### src/gpsel_pkg.sv
// package: select codes and timing constants for the pin output select mux
`default_nettype none
package gpsel_pkg;
  // ==========================================================================
  // select codes
  localparam logic [6:0] SEL_CCA = 7'h29;
  localparam logic [6:0] SEL_SFD = 7'h2A;
  localparam logic [6:0] SEL_LOCK = 7'h2B;
  localparam logic [6:0] SEL_RSSI_VALID = 7'h2C;
  localparam logic [6:0] SEL_SAMPLED_CCA = 7'h2D;
  localparam logic [6:0] SEL_RAND_I = 7'h2E;
  localparam logic [6:0] SEL_RAND_Q = 7'h2F;
  localparam logic [6:0] SEL_RAND_XOR = 7'h30;
  localparam logic [6:0] SEL_SNIFF_CLK = 7'h31;
  localparam logic [6:0] SEL_SNIFF_DATA = 7'h32;
  localparam logic [6:0] SEL_MOD_CLK = 7'h33;
  localparam logic [6:0] SEL_MOD_DATA = 7'h34;
  localparam logic [6:0] SEL_RX_ACTIVE = 7'h43;
  localparam logic [6:0] SEL_TX_ACTIVE = 7'h44;
  localparam logic [6:0] SEL_DPU_RUN_LO = 7'h5E;
  localparam logic [6:0] SEL_DPU_RUN_HI = 7'h5F;
  localparam logic [6:0] SEL_DPU_BUSY_LO = 7'h62;
  localparam logic [6:0] SEL_DPU_BUSY_HI = 7'h63;
  localparam logic [6:0] SEL_CONST0 = 7'h7E;
  localparam logic [6:0] SEL_CONST1 = 7'h7F;
  // ==========================================================================
  // timing
  localparam int CLK_HZ = 100_000_000;
  localparam int RAND_HZ = 8_000_000;
  localparam int RAND_DIV = CLK_HZ / RAND_HZ;
  localparam int NUM_PINS = 6;
  localparam int FFC_STATE_W = 4;
  localparam logic SAMPLED_CCA_RST = 1'b0;
  // frame fifo controller state groups
  localparam logic [FFC_STATE_W-1:0] FFC_RX_FIRST = 4'h1;
  localparam logic [FFC_STATE_W-1:0] FFC_RX_LAST = 4'h6;
  localparam logic [FFC_STATE_W-1:0] FFC_TX_FIRST = 4'h8;
  localparam logic [FFC_STATE_W-1:0] FFC_TX_LAST = 4'hD;
endpackage : gpsel_pkg
`default_nettype wire

### src/gpsel_mux.sv
// pin output select multiplexer for the configurable pins
`timescale 1ns/1ps
`default_nettype none
module gpsel_mux
  import gpsel_pkg::*;
(
  input wire logic clk,
  input wire logic rst_n,
  input wire logic [NUM_PINS*7-1:0] pinOutputSelectCode,
  input wire logic cca,
  input wire logic demodCca,
  input wire logic sampleCcaStrobe,
  input wire logic transmitIfClearStrobe,
  input wire logic sfdSeen,
  input wire logic inRx,
  input wire logic inTx,
  input wire logic synthLock,
  input wire logic rssiUpdate,
  input wire logic randI,
  input wire logic randQ,
  input wire logic sniffClk,
  input wire logic sniffData,
  input wire logic modSerialClk,
  input wire logic modSerialData,
  input wire logic [FFC_STATE_W-1:0] frameFifoControllerState,
  input wire logic [1:0] dpuRunning,
  input wire logic [1:0] dpuPending,
  output logic [NUM_PINS-1:0] pinOut
);
  // ==========================================================================
  // only lock and sniffer/modulator inputs are synchronised, as those may be async
  logic lockS;
  logic sniffClkS;
  logic sniffDataS;
  logic modClkS;
  logic modDataS;
  gpsel_sync uSyncLock (.clk(clk), .rst_n(rst_n), .d(synthLock), .q(lockS));
  gpsel_sync uSyncSc (.clk(clk), .rst_n(rst_n), .d(sniffClk), .q(sniffClkS));
  gpsel_sync uSyncSd (.clk(clk), .rst_n(rst_n), .d(sniffData), .q(sniffDataS));
  gpsel_sync uSyncMc (.clk(clk), .rst_n(rst_n), .d(modSerialClk), .q(modClkS));
  gpsel_sync uSyncMd (.clk(clk), .rst_n(rst_n), .d(modSerialData), .q(modDataS));

  // ==========================================================================
  // random bits
  logic heldI;
  logic heldQ;
  gpsel_rand uRand (
    .clk(clk),
    .rst_n(rst_n),
    .randI(randI),
    .randQ(randQ),
    .heldI(heldI),
    .heldQ(heldQ)
  );

  // ==========================================================================
  // status flags
  logic sfdFlag;
  logic rssiValid;
  logic sampledCca;
  logic inRxD;
  logic inTxD;
  logic next_sfdFlag;
  logic next_rssiValid;
  logic next_sampledCca;
  logic leaveRx;
  logic leaveTx;

  always_comb begin
    leaveRx = inRxD && !inRx;
    leaveTx = inTxD && !inTx;
    next_sfdFlag = sfdFlag;
    // leaving clears first; a delimiter in the same cycle wins only while inRx or inTx is still high
    if (leaveRx || leaveTx) begin
      next_sfdFlag = 1'b0;
    end
    if (sfdSeen && (inRx || inTx)) begin
      next_sfdFlag = 1'b1;
    end
    next_rssiValid = rssiValid;
    if (!inRx) begin
      next_rssiValid = 1'b0;
    end else if (rssiUpdate) begin
      next_rssiValid = 1'b1;
    end
    next_sampledCca = sampledCca;
    if (sampleCcaStrobe || transmitIfClearStrobe) begin
      next_sampledCca = demodCca;
    end
  end

  always_ff @(posedge clk or negedge rst_n) begin
    if (!rst_n) begin
      sfdFlag <= 1'b0;
      rssiValid <= 1'b0;
      sampledCca <= SAMPLED_CCA_RST;
      inRxD <= 1'b0;
      inTxD <= 1'b0;
    end else begin
      sfdFlag <= next_sfdFlag;
      rssiValid <= next_rssiValid;
      sampledCca <= next_sampledCca;
      inRxD <= inRx;
      inTxD <= inTx;
    end
  end

  // ==========================================================================
  // controller state decode
  function automatic logic inRange(input logic [FFC_STATE_W-1:0] s,
                                   input logic [FFC_STATE_W-1:0] lo,
                                   input logic [FFC_STATE_W-1:0] hi);
    inRange = (s >= lo) && (s <= hi);
  endfunction : inRange

  logic rxActive;
  logic txActive;
  // the pin still passes an output flop here, so the glitches are filtered
  always_comb begin
    rxActive = inRange(frameFifoControllerState, FFC_RX_FIRST, FFC_RX_LAST);
    txActive = inRange(frameFifoControllerState, FFC_TX_FIRST, FFC_TX_LAST);
  end

  // ==========================================================================
  // per-pin select
  function automatic logic selectSignal(input logic [6:0] code,
    input logic ccaV, input logic sfdV, input logic lockV, input logic rssiV,
    input logic sCcaV, input logic rI, input logic rQ, input logic scV,
    input logic sdV, input logic mcV, input logic mdV, input logic rxV,
    input logic txV, input logic [1:0] runV, input logic [1:0] pendV);
    logic r;
    r = 1'b0;
    case (code)
      SEL_CCA: r = ccaV;
      SEL_SFD: r = sfdV;
      SEL_LOCK: r = lockV;
      SEL_RSSI_VALID: r = rssiV;
      SEL_SAMPLED_CCA: r = sCcaV;
      SEL_RAND_I: r = rI;
      SEL_RAND_Q: r = rQ;
      SEL_RAND_XOR: r = rI ^ rQ;
      SEL_SNIFF_CLK: r = scV;
      SEL_SNIFF_DATA: r = sdV;
      SEL_MOD_CLK: r = mcV;
      SEL_MOD_DATA: r = mdV;
      SEL_RX_ACTIVE: r = rxV;
      SEL_TX_ACTIVE: r = txV;
      SEL_DPU_RUN_LO: r = runV[0];
      SEL_DPU_RUN_HI: r = runV[1];
      SEL_DPU_BUSY_LO: r = runV[0] | pendV[0];
      SEL_DPU_BUSY_HI: r = runV[1] | pendV[1];
      SEL_CONST0: r = 1'b0;
      SEL_CONST1: r = 1'b1;
      default: r = 1'b0;
    endcase
    selectSignal = r;
  endfunction : selectSignal

  logic [NUM_PINS-1:0] next_pinOut;
  genvar p;
  generate
    for (p = 0; p < NUM_PINS; p++) begin : gPin
      always_comb begin
        next_pinOut[p] = selectSignal(pinOutputSelectCode[p*7 +: 7], cca, sfdFlag,
          lockS, rssiValid, sampledCca, heldI, heldQ, sniffClkS, sniffDataS,
          modClkS, modDataS, rxActive, txActive, dpuRunning, dpuPending);
      end
    end
  endgenerate

  // clock and data pass the same three-flop delay (two-flop sync plus this flop), so rising-edge sampling still holds
  always_ff @(posedge clk or negedge rst_n) begin
    if (!rst_n) begin
      pinOut <= '0;
    end else begin
      pinOut <= next_pinOut;
    end
  end
endmodule : gpsel_mux
`default_nettype wire

### src/gpsel_sync.sv
// two-flop synchroniser for one level
`timescale 1ns/1ps
`default_nettype none
module gpsel_sync (
  input wire logic clk,
  input wire logic rst_n,
  input wire logic d,
  output logic q
);
  logic meta;
  always_ff @(posedge clk or negedge rst_n) begin
    if (!rst_n) begin
      meta <= 1'b0;
      q <= 1'b0;
    end else begin
      meta <= d;
      q <= meta;
    end
  end
endmodule : gpsel_sync
`default_nettype wire

### src/gpsel_rand.sv
// random bit sampler refreshed at the rand rate
`timescale 1ns/1ps
`default_nettype none
module gpsel_rand
  import gpsel_pkg::*;
(
  input wire logic clk,
  input wire logic rst_n,
  input wire logic randI,
  input wire logic randQ,
  output logic heldI,
  output logic heldQ
);
  logic [3:0] cnt;
  logic [3:0] next_cnt;
  logic next_heldI;
  logic next_heldQ;
  // ==========================================================================
  // rate divider; 100/8 is not whole, rate is 8.33 MHz nominal
  always_comb begin
    next_cnt = cnt + 4'h1;
    next_heldI = heldI;
    next_heldQ = heldQ;
    if (cnt == 4'(RAND_DIV - 1)) begin
      next_cnt = 4'h0;
      next_heldI = randI;
      next_heldQ = randQ;
    end
  end
  always_ff @(posedge clk or negedge rst_n) begin
    if (!rst_n) begin
      cnt <= 4'h0;
      heldI <= 1'b0;
      heldQ <= 1'b0;
    end else begin
      cnt <= next_cnt;
      heldI <= next_heldI;
      heldQ <= next_heldQ;
    end
  end
endmodule : gpsel_rand
`default_nettype wire

### config.mk
export PLATFORM = sky130hd
export DESIGN_NAME = gpsel_mux
export DESIGN_NICKNAME = d
export VERILOG_FILES = /design/src/gpsel_pkg.sv /design/src/gpsel_mux.sv /design/src/gpsel_sync.sv /design/src/gpsel_rand.sv
export SDC_FILE = /design/constraint.sdc
export NUM_CORES = 1
export LEC_CHECK = 0
export BUFFER_PORTS_ARGS = -buffer_cell sky130_fd_sc_hd__buf_4
export CORE_MARGIN = 5
export CORE_UTILIZATION = 45
export DETAILED_ROUTE_END_ITERATION = 8
export PLACE_DENSITY = 0.74
export SLEW_MARGIN = 20
export SYNTH_ARGS = -nofsm -noshare
export SYNTH_HDL_FRONTEND = slang
export SYNTH_SLANG_ARGS = --single-unit
### constraint.sdc
create_clock -name clk -period 1.5 [get_ports clk]
set_input_delay 0.3 -clock clk [delete_from_list [all_inputs] [get_ports clk]]
set_output_delay 0.3 -clock clk [all_outputs]
set_load 0.02 [all_outputs]
* Word level (Yosys, flattened, before mapping)
Cells that the tools add are included.
Storage, ports and cells: memories kept 0, bits in latches 0, memory bits (read-only) 0, logic and storage cells 165, RAM bits 0, register bits 27
Cells by class: bitwise operators 3, order comparisons 4, reductions and logical operators 11, eq/ne operators 116, shift operators 0, muxes and demuxes 11, $mul 0, add/subtract/negate cells 1, div/mod/pow operators 0
Operators with widths (number):
- == test 7 x 6 -> 1 bit (second input constant) | 72
- == test 7 bit (second input constant) | 42
- one-hot mux 1 bit (19 select lines) | 6
- logical AND 1 bit | 5
- adder 4 x 1 -> 4 bit (second input constant) | 1
- == test 4 bit (second input constant) | 1
- greater-or-equal comparator 4 x 1 -> 1 bit (second input constant) | 1
- greater-or-equal comparator 4 bit (second input constant) | 1
- less-or-equal comparator 4 x 3 -> 1 bit (second input constant) | 1
- less-or-equal comparator 4 bit (second input constant) | 1
- two-way mux 1 bit | 4
- two-way mux 4 bit | 1
- logical OR 1 bit | 3
- zero test 1 bit | 2
- inequality test 2 x 1 -> 1 bit (second input constant) | 1
- bitwise OR 1 bit | 2
- nonzero test 2 bit | 1
- bitwise XOR 1 bit | 1

* Depth between registers and ports, before layout
depth in word-level cells 5, mapped depth 6

* Modules after synthesis
Synthesis repeated with hierarchy kept, for this count alone.
Unflattened totals: cell total of the unflattened synthesis 276, area total of the unflattened synthesis 2398.6 um^2
Modules (own cells, without submodules):
- gpsel_mux | cells each 248, times used 1, sequential area each 275.3 um^2, area each 1880.6 um^2
- gpsel_rand | cells each 18, times used 1, sequential area each 150.1 um^2, area each 267.8 um^2
- gpsel_sync | cells each 2, times used 5, sequential area each 50.0 um^2, area each 50.0 um^2

* Worst setup path after synthesis
No wires, ideal clock.
kind reg2reg, start point register uRand.heldQ, end point register pinOut[0], slack 0.017 ns, buffers on the path 1, stages on the path, launching flop included 7, data required time 1.374 ns, arrival 1.357 ns, cell sequence dfrtp_1 > buf_2 > mux4_2 > nand2_1 > o21ai_0 > a211oi_1 > nand2_1
Between the ends: word-level cells in the longest chain between the ends 2
Ends and longest elaborated chain:
- start, declared | RTL line gpsel_rand.sv:12 | output logic heldQ
- start signal, assigned | RTL line gpsel_rand.sv:38 | heldQ <= next_heldQ;
- bitwise XOR 1 bit | RTL line gpsel_mux.sv:141 | SEL_RAND_XOR: r = rI ^ rQ;
- one-hot mux 1 bit (19 select lines) (*) | RTL line gpsel_mux.sv:133 | case (code)
- named net next_pinOut[0] | RTL line gpsel_mux.sv:159 | logic [NUM_PINS-1:0] next_pinOut;
- end signal, assigned | RTL line gpsel_mux.sv:176 | pinOut <= next_pinOut;
- end, declared | RTL line gpsel_mux.sv:28 | output logic [NUM_PINS-1:0] pinOut
The timed path passes the listed nets; every way through them passes the cells marked *. A chain may end at the register's enable or synchronous reset.

* Worst setup path after layout
start point register uSyncLock.q, end point register pinOut[3]
Between the ends: word-level cells in the longest chain between the ends 1
Ends and longest elaborated chain:
- start, declared | RTL line gpsel_sync.sv:8 | output logic q
- start signal, assigned | RTL line gpsel_sync.sv:17 | q <= meta;
- one-hot mux 1 bit (19 select lines) | RTL line gpsel_mux.sv:133
- named net next_pinOut[3] | RTL line gpsel_mux.sv:159
The timed path passes the listed nets, and every way through them passes these cells.

==> impl_metrics.tcl <==
set metrics [dict create \
    status "finished, violations left" \
    violations "setup timing" \
    via_per_inst 6.23 \
    clk_pin_slew_ps 120 \
    drv_cap 0 \
    grt_max_degree 28 \
    yosys.area.top_type "dfrtp_1" \
    finalCritPeriodShare_pct 101 \
    ioPinCount 73 \
    dr.pass1.iters 5 \
    async_flop_share_pct 100 \
    path_delay_family "compound AO/OA/AOI/OAI gates" \
    drive_above_1_share_pct 35.0 \
    arrival_ps 1700 \
    worst_pin_slew_ps 398 \
    drt_iter0_markers 198 \
    rsz0062_at_grt "true" \
    utilization_pct 63.0 \
    cpMaxStageDelayCell "dfrtp_2" \
    post-route-min-period_ps 1510 \
    drt_wl_total_mm 7.66 \
    seq_area_um2 679 \
    synthTopCellsByArea "dfrtp_1, mux2_2, nand2_1, nand3b_1, mux2i_1" \
    vias 2718 \
    cts_max_path_buffers 2 \
    antenna_found_initial 0 \
    setup_slack_ps -12.4 \
    n_antenna_cell 0 \
    syn_area_per_cell_um2 8.65 \
    hpwl_mm 5.69 \
    cts_root_buffer "clkbuf_8" \
    ys_seq_area_share_pct 27.8 \
    die_h_um 83.5 \
    cts_sinks 27 \
    max_freq_mhz 661 \
    synth_cells 281 \
    grt_pass1_wl_mm 12.7 \
    hp-class "in -> reg" \
    slew_headroom_pct 73.1 \
    multi_input_area_mm2 0.00168 \
    syn_area_mm2 0.00243 \
    hold_violations 0 \
    finalNetCount 435 \
    core-area_mm2 0.00517 \
    largestRegisters "pinOut: 6 flops, uRand.cnt: 4 flops" \
    drc 0 \
    p_per_area_mw_per_mm2 584 \
    overflow 0 \
    core.rowCount 26 \
    syn_nets 349 \
    track_usage_pct 21.7 \
    critPathLaunchType "flip-flop" \
    setup_viol 3 \
    synth_seq_cells 27 \
    max_stage_delay_ps 470 \
    fin_skew_ps 13.7 \
    synth-edff-count 0 \
    peakVddDrop_v 0.000602 \
    end_kind "flip-flop" \
    grt_pass1_vias 2570 \
    die-area_mm2 0.00697 \
    crit_chain "mux2_4 > a22oi_2 > nor3_2 > a31o_1 > a221o_1" \
    io_buffers 72 \
    n_fill_cell 457 \
    tritoncts "built" \
    fin_setup_tns_ps -22.2 \
    cts_buffers 3 \
    largest_reg_flops 6 \
    cp_max_fo 6 \
    synth_commonest_cells "nand2_1, dfrtp_1, nor2_1" \
    start_util_pct 47.0 \
    yosysWarnings 0 \
    synth.top_cell.area_share_pct 27.8 \
    critical_path_class "reg -> reg" \
    cp_num_buf_inv 0 \
    regMostFlops "pinOut" \
    p_leak_nw 1.37 \
    clock_latency_ps 290 \
    worstPathRequired_ps 1690 \
    avgRoutedWirePerCell_um 17.6 \
    die_width_um 83.5 \
    area_growth_pct 34.0 \
    ys.flop_type "dfrtp_1" \
    worst_hold_slack_ps 118 \
    place_congestion 0.909 \
    yosysUniqueCellTypes 62 \
    cts_max_level 1 \
    synth.most_common_cell "nand2_1" \
    drtAntennaViolNets 0 \
    maxSlewViolCount 0 \
]
worst register-to-register path, delay by kind of cell, from the launching register on:
family | cells | cell delay [ps]
AOI/OAI and AO/OA | 3 | 620
DFF | 1 | 470
muxes | 1 | 270
and+or+nand+nor | 1 | 50
routing by layer:
layer	vias to the layer above	global-route usage (%)	wire length, µm
li1	1269	-	-
met1	1268	29.2	3300
met2	166	36.1	3580
met4	0	3.80	119
met5	-	0	0
met3	15	5.03	662
worst paths after layout:
check,startpoint,end,slack [ps],depth (start not counted)
min,modSerialClk,uSyncMc.meta$_DFF_PN0_,120,1
min in group asynchronous,rst_n,pinOut[3]$_DFF_PN0_,440,2
max in group asynchronous,rst_n,uSyncSc.q$_DFF_PN0_,740,2
max,uSyncLock.q$_DFF_PN0_,pinOut[3]$_DFF_PN0_,-10,5
min reg2reg,uSyncSd.meta$_DFF_PN0_,uSyncSd.q$_DFF_PN0_,350,0
max reg2reg,uSyncLock.q$_DFF_PN0_,pinOut[3]$_DFF_PN0_,-10,5
layout by cell type, fill, tap and decap left out, drive strengths merged, types with 3 or more instances in the layout:
cell type / synthesis / routed
a31oi: 3 / 3
nor4: 7 / 7
and3: 4 / 4
nand4b: 7 / 7
nor4b: 7 / 7
nor3: 11 / 11
nor2b: 7 / 7
nand3b: 11 / 11
nand4: 7 / 7
o2111ai: 5 / 5
nand2: 28 / 28
inv: 7 / 8
dfrtp: 27 / 27
mux2i: 8 / 8
o22ai: 4 / 4
o211ai: 4 / 4
a2111oi: 3 / 3
nand2b: 6 / 6
a211oi: 4 / 4
a21oi: 9 / 9
a22oi: 5 / 5
nor3b: 8 / 8
or2: 3 / 3
nand3: 8 / 8
mux2: 12 / 12
buf: 12 / 95
and4b: 4 / 4
clkbuf: 3 / 3
nor2: 14 / 14
o21ai: 10 / 10
report_power, final:
| group | internal (mW) | leakage [nW] | switching, mW |
|---|---|---|---|
| clock | 0.196 | 0.0261 | 0.274 |
| combinational | 0.319 | 1.02 | 0.315 |
| sequential | 0.763 | 0.329 | 0.0341 |
what timing repair did:
item,in CTS,in global routing
hold buffers,1,0
buffers inserted,2,0
gates resized for setup,5,8
hold endpoints to repair,27,0
setup endpoints to repair,4,6
pin swaps,2,4
layout make-up:
| class | instances | area share, % |
|---|---|---|
| multi-input combinational | 232 | 51.7 |
| clock inverter | 1 | 0.269 |
| sequential | 27 | 20.9 |
| clock buffer | 3 | 1.27 |
| timing repair buffer | 96 | 22.4 |
| tap | 70 | 2.69 |
| inverter | 7 | 0.807 |
through the flow:
stage	worst slack (ps)	total power [mW]	cells	cell area, µm²
after floorplan	16.6	1.08	281	2430
after global placement	-44.4	1.41	429	3130
after detailed placement	-60.8	1.41	429	3130
after CTS	14.1	1.89	436	3220
after global routing	-68.7	2.00	436	3260
final	-12.4	1.90	436	3260
kinds of logic (layout without fill, tap and decap cells):
family                   count (synthesis)  after routing  share of synthesized area [%]
flip-flops                              27             27                           27.8
AO/OA/AOI/OAI                           67             67                           20.4
multiplexers                            22             22                           11.0
AND/OR/NAND/NOR                        139            139                           34.4
XOR/XNOR                                 3              3                           1.08
adder cells (fa/ha/maj)                  1              1                          0.515
buffers and inverters                   22            107                           4.73
No activity file was read; power rests on OpenSTA's default activity.
